**src/verilog/aod_defs.svh**
```systemverilog
// constants for the analog output diagnostic record block
`ifndef AOD_DEFS_SVH
`define AOD_DEFS_SVH
`define AOD_NCH          4
`define AOD_OFS_SUMMARY  4'h0
`define AOD_OFS_CLASS    4'h1
`define AOD_OFS_OPSTATE  4'h2
`define AOD_OFS_UNUSED   4'h3
`define AOD_OFS_CHTYPE   4'h4
`define AOD_OFS_BITSPER  4'h5
`define AOD_OFS_CHCOUNT  4'h6
`define AOD_OFS_CHERR    4'h7
`define AOD_OFS_CH0      4'h8
`define AOD_OFS_CH1      4'h9
`define AOD_OFS_CH2      4'hA
`define AOD_OFS_CH3      4'hB
`define AOD_B0_MODERR    0
`define AOD_B0_EXTERR    2
`define AOD_B0_CHERR     3
`define AOD_B0_NOSUPPLY  4
`define AOD_B0_BADPARAM  7
`define AOD_B2_STOP      2
`define AOD_CH_PARAM     0
`define AOD_CH_SHORT     3
`define AOD_CH_WIREBRK   4
`define AOD_CH_HAND      5
`define AOD_CLASS_VAL    8'h15
`define AOD_CHTYPE_VAL   7'h73
`define AOD_BITSPER_VAL  8'h08
`define AOD_CHCOUNT_VAL  8'h04
`define AOD_MORE_TYPES   1'h0
`define AOD_ZERO_BYTE    8'h00
`define AOD_ZERO_WORD    32'h0000_0000
`define AOD_ZERO_CH      4'h0
`endif

```
**src/verilog/aod_pkg.sv**
```systemverilog
// types shared by the analog output diagnostic record block
package aod_pkg;
  // raw per-channel fault indications from the output stage
  typedef struct packed {
    logic wire_break;
    logic short_gnd;
    logic hand_mode;
    logic param_err;
  } aod_chan_t;

  // indications that concern the whole module
  typedef struct packed {
    logic supply_missing;
    logic param_err;
    logic cpu_stop;
  } aod_module_t;

  // the four bytes pushed to the host with every diagnostic interrupt
  typedef struct packed {
    logic [7:0] unused;
    logic [7:0] opstate;
    logic [7:0] class_info;
    logic [7:0] summary;
  } aod_basic_t;
endpackage : aod_pkg
```
**src/verilog/aod_diag.sv**
```systemverilog
// diagnostic record and interrupt logic of a four-channel analog output module
`timescale 1ns/1ps
`include "aod_defs.svh"

module aod_diag (
  input  wire logic                          clk_in,          // 25 MHz clock
  input  wire logic                          nrst_in,         // sync reset, low
  input  wire aod_pkg::aod_chan_t [3:0]      chan_fault_in,   // channel faults, async
  input  wire aod_pkg::aod_module_t          mod_fault_in,    // module faults, async
  input  wire logic [3:0]                    group_diag_in,   // group diag enable
  input  wire logic                          irq_release_in,  // interrupt release
  input  wire logic                          manual_var_in,   // 1: hand-switch variant
  input  wire logic                          rd_en_in,        // record read strobe
  input  wire logic [3:0]                    rd_addr_in,      // record byte index
  output logic [7:0]                         rd_data_out,     // record byte
  output logic                               rd_valid_out,    // read answer pulse
  output logic                               irq_out,         // interrupt pulse
  output logic                               irq_going_out,   // 1: fault departed
  output aod_pkg::aod_basic_t                basic_rec_out,   // pushed basic record
  output logic                               group_lamp_out,  // group error lamp
  output logic [3:0]                         chan_lamp_out    // channel error lamps
);
  import aod_pkg::*;

  //////////////////////////////////////////////////////////////////////////////
  // input synchronisers

  aod_chan_t [3:0] chan_meta;
  aod_chan_t [3:0] chan_sync;
  aod_module_t     mod_meta;
  aod_module_t     mod_sync;

  // fault lines come straight from the analog side, so two stages first
  // enables and release come from this clock and skip the stages
  always_ff @(posedge clk_in) begin
    if (!nrst_in) begin
      chan_meta <= '0;
      chan_sync <= '0;
      mod_meta  <= '0;
      mod_sync  <= '0;
    end else begin
      chan_meta <= chan_fault_in;
      chan_sync <= chan_meta;
      mod_meta  <= mod_fault_in;
      mod_sync  <= mod_meta;
    end
  end

  //////////////////////////////////////////////////////////////////////////////
  // per-channel fault detail

  logic [7:0] next_detail [`AOD_NCH];
  logic [3:0] next_cherr;
  logic [3:0] next_hand;

  always_comb begin
    for (int i = 0; i < `AOD_NCH; i++) begin
      next_detail[i] = `AOD_ZERO_BYTE;
      next_hand[i]   = 1'b0;
      // a channel outside group diagnostics records nothing
      // bits of the variant not fitted stay zero
      if (group_diag_in[i]) begin
        next_detail[i][`AOD_CH_PARAM] = chan_sync[i].param_err;
        if (manual_var_in) begin
          next_detail[i][`AOD_CH_HAND] = chan_sync[i].hand_mode;
          next_hand[i]                 = chan_sync[i].hand_mode;
        end else begin
          next_detail[i][`AOD_CH_SHORT]   = chan_sync[i].short_gnd;
          next_detail[i][`AOD_CH_WIREBRK] = chan_sync[i].wire_break;
        end
      end
      // hand operation counts as a channel error like any other bit
      next_cherr[i] = |next_detail[i];
    end
  end

  //////////////////////////////////////////////////////////////////////////////
  // module summary

  logic [7:0] next_summary;
  logic       any_group;

  // module faults have no channel, so any enabled group admits them
  assign any_group = |group_diag_in;

  always_comb begin
    next_summary = `AOD_ZERO_BYTE;
    // supply and parameter faults are module-wide, gated by any group enable
    next_summary[`AOD_B0_NOSUPPLY] = any_group & mod_sync.supply_missing;
    // no external fault source besides the supply, so it mirrors that bit
    next_summary[`AOD_B0_EXTERR]   = any_group & mod_sync.supply_missing;
    next_summary[`AOD_B0_BADPARAM] = any_group & mod_sync.param_err;
    next_summary[`AOD_B0_CHERR]    = |next_cherr;
    next_summary[`AOD_B0_MODERR]   = next_summary[`AOD_B0_NOSUPPLY]
                                   | next_summary[`AOD_B0_BADPARAM]
                                   | next_summary[`AOD_B0_CHERR];
  end

  //////////////////////////////////////////////////////////////////////////////
  // record storage

  logic [7:0] summary;
  logic [7:0] opstate;
  logic [3:0] cherr;
  logic [3:0] hand;
  logic [7:0] detail [`AOD_NCH];

  // flags track their conditions every cycle, set and clear alike
  always_ff @(posedge clk_in) begin
    if (!nrst_in) begin
      summary <= `AOD_ZERO_BYTE;
      cherr   <= `AOD_ZERO_CH;
      hand    <= `AOD_ZERO_CH;
      for (int i = 0; i < `AOD_NCH; i++) begin
        detail[i] <= `AOD_ZERO_BYTE;
      end
    end else begin
      summary <= next_summary;
      cherr   <= next_cherr;
      // hand copies feed only event detection, arrival and departure alike
      hand    <= next_hand;
      for (int i = 0; i < `AOD_NCH; i++) begin
        detail[i] <= next_detail[i];
      end
    end
  end

  always_ff @(posedge clk_in) begin
    if (!nrst_in) begin
      opstate <= `AOD_ZERO_BYTE;
    end else begin
      // stop state shows whether or not diagnostics are on
      opstate                <= `AOD_ZERO_BYTE;
      opstate[`AOD_B2_STOP]  <= mod_sync.cpu_stop;
    end
  end

  //////////////////////////////////////////////////////////////////////////////
  // event detection and interrupt

  logic [7:0] other_now;
  logic [7:0] other_prev;
  logic       came;
  logic       went;
  aod_basic_t next_basic;

  // hand bits are left out here; they depart only as a whole group
  assign other_now  = summary;
  always_ff @(posedge clk_in) begin
    if (!nrst_in) begin
      other_prev <= `AOD_ZERO_BYTE;
    end else begin
      other_prev <= other_now;
    end
  end

  logic [3:0] hand_prev;
  logic [3:0] nonhand_now;
  logic [3:0] nonhand_prev;
  logic [3:0] cherr_prev;
  logic       came_flag;
  logic       came_chan;
  logic       came_hand;
  logic       went_flag;
  logic       went_chan;
  logic       went_hand;
  logic       fire;

  always_ff @(posedge clk_in) begin
    if (!nrst_in) begin
      hand_prev    <= `AOD_ZERO_CH;
      cherr_prev   <= `AOD_ZERO_CH;
      nonhand_prev <= `AOD_ZERO_CH;
    end else begin
      hand_prev    <= hand;
      cherr_prev   <= cherr;
      // own copy, so a hand flag leaving with a parameter flag on one
      // channel cannot hide the parameter departure
      nonhand_prev <= nonhand_now;
    end
  end

  always_comb begin
    for (int i = 0; i < `AOD_NCH; i++) begin
      nonhand_now[i] = |(detail[i] & ~(8'h01 << `AOD_CH_HAND));
    end
  end

  // a new summary flag, a newly erroring channel or a new hand switch is an arrival
  assign came_flag = |(other_now & ~other_prev);
  assign came_chan = |(cherr & ~cherr_prev);
  assign came_hand = |(hand & ~hand_prev);
  assign came      = came_flag | came_chan | came_hand;

  // the summary channel bit is always masked here; channel departures come from went_chan and went_hand
  assign went_flag = |((other_prev & ~other_now) & ~(8'h01 << `AOD_B0_CHERR));
  assign went_chan = |(nonhand_prev & ~nonhand_now & ~hand);
  // hand operation departs as one event, once the last switch is back
  assign went_hand = (|hand_prev) & ~(|hand);
  assign went      = went_flag | went_chan | went_hand;

  // an event with release off is lost, not queued
  assign fire = irq_release_in & (came | went);

  always_comb begin
    next_basic            = '0;
    next_basic.summary    = summary;
    next_basic.class_info = `AOD_CLASS_VAL;
    next_basic.opstate    = opstate;
    next_basic.unused     = `AOD_ZERO_BYTE;
  end

  always_ff @(posedge clk_in) begin
    if (!nrst_in) begin
      irq_out       <= 1'b0;
      irq_going_out <= 1'b0;
      basic_rec_out <= '0;
    end else begin
      irq_out <= fire;
      if (fire) begin
        // arrival wins when both happen together
        // the snapshot travels with the event so the host sees its cause
        irq_going_out <= ~came;
        basic_rec_out <= next_basic;
      end
    end
  end

  //////////////////////////////////////////////////////////////////////////////
  // lamps

  always_ff @(posedge clk_in) begin
    if (!nrst_in) begin
      group_lamp_out <= 1'b0;
      chan_lamp_out  <= `AOD_ZERO_CH;
    end else begin
      // missing supply lights the group lamp even without diagnostics
      group_lamp_out <= (|summary) | mod_sync.supply_missing;
      // lamps lag the record by one edge, too short to see
      chan_lamp_out  <= cherr;
    end
  end

  //////////////////////////////////////////////////////////////////////////////
  // record read port

  logic [7:0] next_rd;

  always_comb begin
    next_rd = `AOD_ZERO_BYTE;
    unique case (rd_addr_in)
      `AOD_OFS_SUMMARY: next_rd = summary;
      `AOD_OFS_CLASS:   next_rd = `AOD_CLASS_VAL;
      `AOD_OFS_OPSTATE: next_rd = opstate;
      `AOD_OFS_UNUSED:  next_rd = `AOD_ZERO_BYTE;
      `AOD_OFS_CHTYPE:  next_rd = {`AOD_MORE_TYPES, `AOD_CHTYPE_VAL};
      `AOD_OFS_BITSPER: next_rd = `AOD_BITSPER_VAL;
      `AOD_OFS_CHCOUNT: next_rd = `AOD_CHCOUNT_VAL;
      `AOD_OFS_CHERR:   next_rd = {`AOD_ZERO_CH, cherr};
      `AOD_OFS_CH0:     next_rd = detail[0];
      `AOD_OFS_CH1:     next_rd = detail[1];
      `AOD_OFS_CH2:     next_rd = detail[2];
      `AOD_OFS_CH3:     next_rd = detail[3];
      // 12 to 15 are reserved and read as zero
      default:          next_rd = `AOD_ZERO_BYTE;
    endcase
  end

  // extended record stays readable regardless of interrupt release
  // reads have no side effects, so the host may poll freely
  always_ff @(posedge clk_in) begin
    if (!nrst_in) begin
      rd_data_out  <= `AOD_ZERO_BYTE;
      rd_valid_out <= 1'b0;
    end else begin
      rd_valid_out <= rd_en_in;
      if (rd_en_in) begin
        rd_data_out <= next_rd;
      end
    end
  end
endmodule : aod_diag

```
**config.mk**
```make
export PLATFORM = sky130hd
export DESIGN_NAME = aod_diag
export DESIGN_NICKNAME = d
export VERILOG_FILES = /design/src/verilog/aod_pkg.sv /design/src/verilog/aod_diag.sv
export VERILOG_INCLUDE_DIRS = /design/src /design/src/verilog
export SDC_FILE = /design/constraint.sdc
export NUM_CORES = 1
export LEC_CHECK = 0
export CORE_MARGIN = 2
export CORE_UTILIZATION = 55
export DETAILED_ROUTE_END_ITERATION = 7
export DONT_BUFFER_PORTS = 1
export PLACE_DENSITY = 0.7
export SYNTH_ARGS = -nofsm -noshare
export SYNTH_HDL_FRONTEND = slang
export SYNTH_SLANG_ARGS = --single-unit
export TNS_END_PERCENT = 5
```
**constraint.sdc**
```tcl
create_clock -name clk_in -period 3.4 [get_ports clk_in]
set_clock_uncertainty 0.1 [all_clocks]
set_input_delay 0.51 -clock clk_in [delete_from_list [all_inputs] [get_ports clk_in]]
set_output_delay 0.51 -clock clk_in [all_outputs]
set_load 0.02 [all_outputs]
```
Word level (Yosys, flattened, before mapping)

Memories as Yosys holds them, arrays and structs flattened.
Index checks and enable logic that the tools add are counted.

Register bits after elaboration: 111
Output and inout bits: 48
Logic and storage cells: 146
Memory bits (writable): 16
Memories: 1
Bits of input ports: 32

Bitwise operators: 30
Reduce and logical (&&, ||, !) cells: 23
Equal/unequal tests: 10
Multiplexer cells: 23

Memory list:

| name   | depth | bits a word | rd ports | clocked after Yosys merged registers in | wr ports | line            | text |
|---|---|---|---|---|---|---|---|
| detail | 4     | 4           | 4        | 0                                       | 4        | aod_diag.sv:106 | `` logic [7:0] detail [`AOD_NCH]; `` |

Operators with widths:

| operator           | number |
|---|---|
| $pmux 8 s11        | 1 |
| $reduce_or 4->1    | 10 |
| $reduce_or 7->1    | 5 |
| $and 4x4->4        | 4 |
| $and 8x8->8        | 2 |
| $eq 4x3->1 const B | 4 |
| $eq 4x4->1 const B | 4 |
| $mux 4             | 4 |
| $not 4->4          | 4 |
| $not 8->8          | 2 |
| $reduce_or 16->1   | 1 |
| $reduce_or 8->1    | 2 |
| $mux 3             | 4 |
| $or 1x1->1         | 12 |
| $mux 1             | 10 |
| $mux 2             | 4 |
| $reduce_and 2->1   | 4 |
| $and 1x1->1        | 4 |
| $eq 4x1->1 const B | 1 |
| $eq 4x2->1 const B | 1 |
| $logic_not 4->1    | 1 |
| $not 1->1          | 2 |

Depth between registers and ports, before layout

An unclocked memory read counts as a cell.

Depth in word-level cells: 10
Depth in mapped cells: 7
Depth with buffers taken out: 5

Least setup slack after synthesis

OpenSTA, ideal clock, no wires.

Path type: input port to flip-flop
From: in rd_addr_in[1]
To: reg rd_data_out[4]
Buffers on the path: 2
Stages: 7
Required time: 3.213 ns
Setup time: 0.087 ns
Arrival: 1.582 ns
Path slack: 1.631 ns
Cells stage by stage: buf_2 clkbuf_1 nand3_1 o21ai_0 a22oi_1 o221a_2 o31ai_1

Longest elaborated chain between the ends: 2
Elaborated cells between the ends (all ways): 12
Classes of those cells: eq/ne (10); mux (1); reduce/logical (1)

Ends and longest elaborated chain:

| what                               | line            | text |
|---|---|---|
| start, declared                    | aod_diag.sv:14  | `input wire logic [3:0] rd_addr_in,` |
| $eq 4x4->1 (tied with other cells) | aod_diag.sv:251 | `unique case (rd_addr_in)` |
| $pmux 8 s11 *                      | aod_diag.sv:251 |  |
| end signal, assigned               | aod_diag.sv:273 | `` rd_data_out <= `AOD_ZERO_BYTE; `` |
| end signal, assigned               | aod_diag.sv:278 | `rd_data_out <= next_rd;` |
| end, declared                      | aod_diag.sv:15  | `output logic [7:0] rd_data_out,` |

Mark *: on every way between the ends. The rest lies on a longest branch, timed or not.
A chain may end at the register's enable or synchronous reset.

Worst setup path in the final report

From: reg summary[0], in the netlist other_now[0]
To: reg basic_rec_out[4] in the netlist's numbering

Longest elaborated chain between the ends: 7
Elaborated cells between the ends (all ways): 11
Classes of those cells: bitwise (9); reduce/logical (2)

Ends and longest elaborated chain:

| what                    | line            | text |
|---|---|---|
| start, declared         | aod_diag.sv:102 | `logic [7:0] summary;` |
| start signal, assigned  | aod_diag.sv:111 | `` summary <= `AOD_ZERO_BYTE; `` |
| start signal, assigned  | aod_diag.sv:118 | `summary <= next_summary;` |
| $not 8->8               | aod_diag.sv:196 | `` assign went_flag = \|((other_prev & ~other_now) & ~(8'h01 << `AOD_B0_CHERR)); `` |
| $and 8x8->8             | aod_diag.sv:196 |  |
| $reduce_or 7->1         | aod_diag.sv:196 |  |
| $or 1x1->1 (2 in a row) | aod_diag.sv:200 | `assign went = went_flag \| went_chan \| went_hand;` |
| $or 1x1->1 *            | aod_diag.sv:203 | `assign fire = irq_release_in & (came \| went);` |
| $and 1x1->1 *           | aod_diag.sv:203 |  |
| end signal, assigned    | aod_diag.sv:224 | `basic_rec_out <= next_basic;` |
| end, declared           | aod_diag.sv:19  | `output aod_pkg::aod_basic_t basic_rec_out,` |

Marked as above.

==> impl_results.md <==
* Setup bufs post-CTS at 0
* Leak at 1.552 nW
* First-pass iteration count of the detailed router at 5
* Final net count at 405
* RSZ-0062 raised after global routing: false
* Synth Register Bits at 101
* CP cell instances: inv_1 -> a222oi_1 -> nand4_1 -> or4_1 -> nand3_1
* Hold_ws at 0.1459 ns
* Reg2Reg Setup Slack at 1.33 ns
* Total gr overflow at 0
* Site Rows at 30
* Clock Sinks at 101
* Hold_sp: irq_release_in
* Final setup violating endpoints at 0
* Pwr/cell area at between 500 and 600 nW/um^2
* Most common cell in the netlist: dfxtp_1
* Fraction of layout cells with a size suffix above 1 at 0.05820
* Synthesized area per cell at 9.695 um^2
* IO Pins at 80
* Largest net degree at the start of global routing at 76
* Top_reg_cell synth: dfxtp_1
* Global-route wire length before repair at 10.90 mm
* Hold Crit Depth at 1
* Clock buffer depth at 2
* Ant diodes at 0
* Area Overhead vs Synth at 2.541%
* Seq/Total Area, Yosys at 0.5403
* Avg WL per Cell at around 15 um
* Fin worst setup slack at 1.329 ns
* Num CTS Buffers at 9
* Hold buffer count at cts at 0
* Post-route ant nets at 0
* Critical path data arrival time at 2.28 ns
* WS Path Type: reg2reg
* Synth Instances at 386
* Global placement routability congestion at 0.7932
* Maximum vdd drop at 0.3389 mV
* Initial Util at 0.5601
* Skew-Pair Late Insertion Delay at 0.36 ns
* Routed vias at 2478
* FILL cells at ~600
* Async S/R FF share, synth at 0
* Final slew viol count at 0
* Synthesized area at approximately 3700 um^2
* Relative slew slack at 0.5434
* CTS tree: built
* Place WS at 1.347 ns
* DRT Wirelength at just under 7 mm
* Worst-path maximum fanout at 12
* Largest cells by area after synthesis: dfxtp_1, and2_1, buf_4, and3_1, nand2b_1
* Endpoint, Worst Hold: irq_going_out$_SDFFE_PN0P_
* Critical R2R Launch: other_now[0]$_SDFF_PN0_
* Die footprint at 7480 um^2
* Capturing point of the worst reg2reg path: basic_rec_out[4]$_SDFFE_PN0P_
* DIE HEIGHT at 86.49 um
* Hold Crit Class: in2reg
* HPWL after DPL at 4.805 mm
* Min cycle time layout at roughly 2.1 ns
* Total Neg Setup Slack at 0 ns
* Worst R2R Path Depth at 5
* Cell taking the most area after synthesis: dfxtp_1
* Yosys top cell area share at 0.5403
* Resize count post-CTS at 0
* CTS root buf: clkbuf_8
* GR Util All Layers at 0.1892
* F_max at 0.4829 GHz
* Status: finished, final reports clean
* Slew @ Worst Pin at 0.6849 ns
* YS warnings at 0
* Number of synthesized flops with an enable pin at 0
* Initial DRC Count at 149
* Startpoint type of the worst setup path: flop
* Clock-pin slew on the worst setup and hold paths at 0.09 ns
* Crit share post-route at 0.6091
* Initial antenna violation count at 0
* Vias in the first global route at 2235
* Die width at between 80 and 90 um
* Number of distinct library cells after synthesis at 44
* Req. time, crit path at 3.61 ns
* PortBufs at 0
* Vias/cell at 5.410
* CP max stage delay at 0.62 ns
* List of most frequent post-synthesis cells: dfxtp_1, and2_1, and3_1, buf_4, nor2_1
* DRC viols at 0
* CP endpoint kind: flop
* Slowest cell on crit path: or4_1
* Final Hold Fails at 0
* H-tree levels at 3
* CORE AREA at 6681 um^2
* Max-cap violations at 0
-- worst max-delay path: cells and delay by family, from the launching register on --
| family | cells | cell delay (ns) |
|---|---|---|
| AND/OR/NAND/NOR | 3 | 1.10 |
| AO/OA/AOI/OAI | 1 | 0.37 |
| flip-flops | 1 | 0.34 |
| buffers and inverters | 1 | 0.10 |
-- flip-flops by register name (all words and copies together) (netlist names) --
name            flops
chan_meta          16
chan_sync          16
detail             16
rd_data_out         8
basic_rec_out       6
chan_lamp_out       4
cherr               4
hand                4
hand_prev           4
nonhand_prev        4
other_now           4
other_prev          4
mod_meta            3
mod_sync            3
group_lamp_out      1
irq_going_out       1
irq_out             1
opstate             1
rd_valid_out        1
-- report_power, final --
part	switching [W]	total (W)	internal (W)
combinational	0.0000762	0.000127	0.0000503
sequential	0.0000425	0.00127	0.00123
clock	0.000396	0.000690	0.000294
total	0.000515	0.00209	0.00157
-- per-layer routing --
| metal | routed length (um) | global-route usage | vias up |
|---|---|---|---|
| li1 | - | - | 1248 |
| met1 | 2889 | 0.2334 | 1145 |
| met2 | 3373 | 0.3042 | 79 |
| met3 | 431 | 0.06476 | 6 |
| met4 | 70 | 0.07670 | 0 |
| met5 | 0 | 0 | - |
-- per-stage QoR --
step / cells / total power, W / util / instance area (um^2)
after CTS: 458 / 0.002101 / 0.5743 / 3837
after detailed placement: 442 / 0.001423 / 0.5468 / 3654
after global placement: 442 / 0.001419 / 0.5468 / 3654
after floorplan: 408 / 0.001442 / - / 3825
after global routing: 458 / 0.002179 / 0.5743 / 3837
final: 458 / 0.002086 / 0.5743 / 3837
-- how the worst max path moves through the flow --
stage | startpoint | endpoint | slack (ns) | cells past startpoint
global placement | other_now[4]$_SDFF_PN0_ | basic_rec_out[4]$_SDFFE_PN0P_ | 1.49 | 5
CTS | other_now[4]$_SDFF_PN0_ | basic_rec_out[18]$_SDFFE_PN0P_ | 1.33 | 5
global route | other_now[4]$_SDFF_PN0_ | basic_rec_out[0]$_SDFFE_PN0P_ | 1.11 | 5
detailed placement | other_now[4]$_SDFF_PN0_ | basic_rec_out[18]$_SDFFE_PN0P_ | 1.35 | 5
floorplan | rd_addr_in[1] | rd_data_out[4]$_SDFFE_PN0P_ | 1.63 | 7
finish | other_now[0]$_SDFF_PN0_ | basic_rec_out[4]$_SDFFE_PN0P_ | 1.33 | 5
-- logic make-up (layout without fill, tap and decap cells) --
logic type / after synthesis / after routing / share of synthesized area
flip-flops: 101 / 101 / 0.5403
other: 1 / 23 / 0.001002
buffers and inverters: 58 / 28 / 0.08559
AO/OA/AOI/OAI: 56 / 56 / 0.1023
AND/OR/NAND/NOR: 167 / 167 / 0.2558
multiplexers: 3 / 3 / 0.01504
-- cells in the final DEF, fill, tap and decap left out, types with 2 or more instances in the layout --
cell	netlist	layout
a31oi_1	3	3
nand3b_1	4	4
nand4_1	4	4
o221a_2	2	2
o21ai_0	13	13
a22oi_1	2	2
inv_1	10	10
nor2b_1	2	2
or3_1	2	2
a21oi_1	14	14
or4_1	6	6
a32oi_1	5	5
clkbuf_8	0	10
clkinvlp_4	0	3
and3_1	26	26
nand2_1	11	11
and2_1	52	52
nand2b_1	15	15
nand3_1	11	11
dfxtp_1	101	101
conb_1	1	23
o21a_1	3	3
mux4_2	2	2
nor3_1	13	13
o2111a_1	3	3
nor2_1	18	18
-- area by class of cell --
type,instances,area [um^2],area share
Clock buffer,11,141.4,0.03684
Clock inverter,5,42.54,0.01109
Inverter,11,41.29,0.01076
Multi-Input combinational cell,249,1483,0.3864
Sequential cell,101,2022,0.5269
Tap cell,80,100.1,0.02608
Timing Repair Buffer,1,7.507,0.001956
Power figures use the tool's default switching activity.
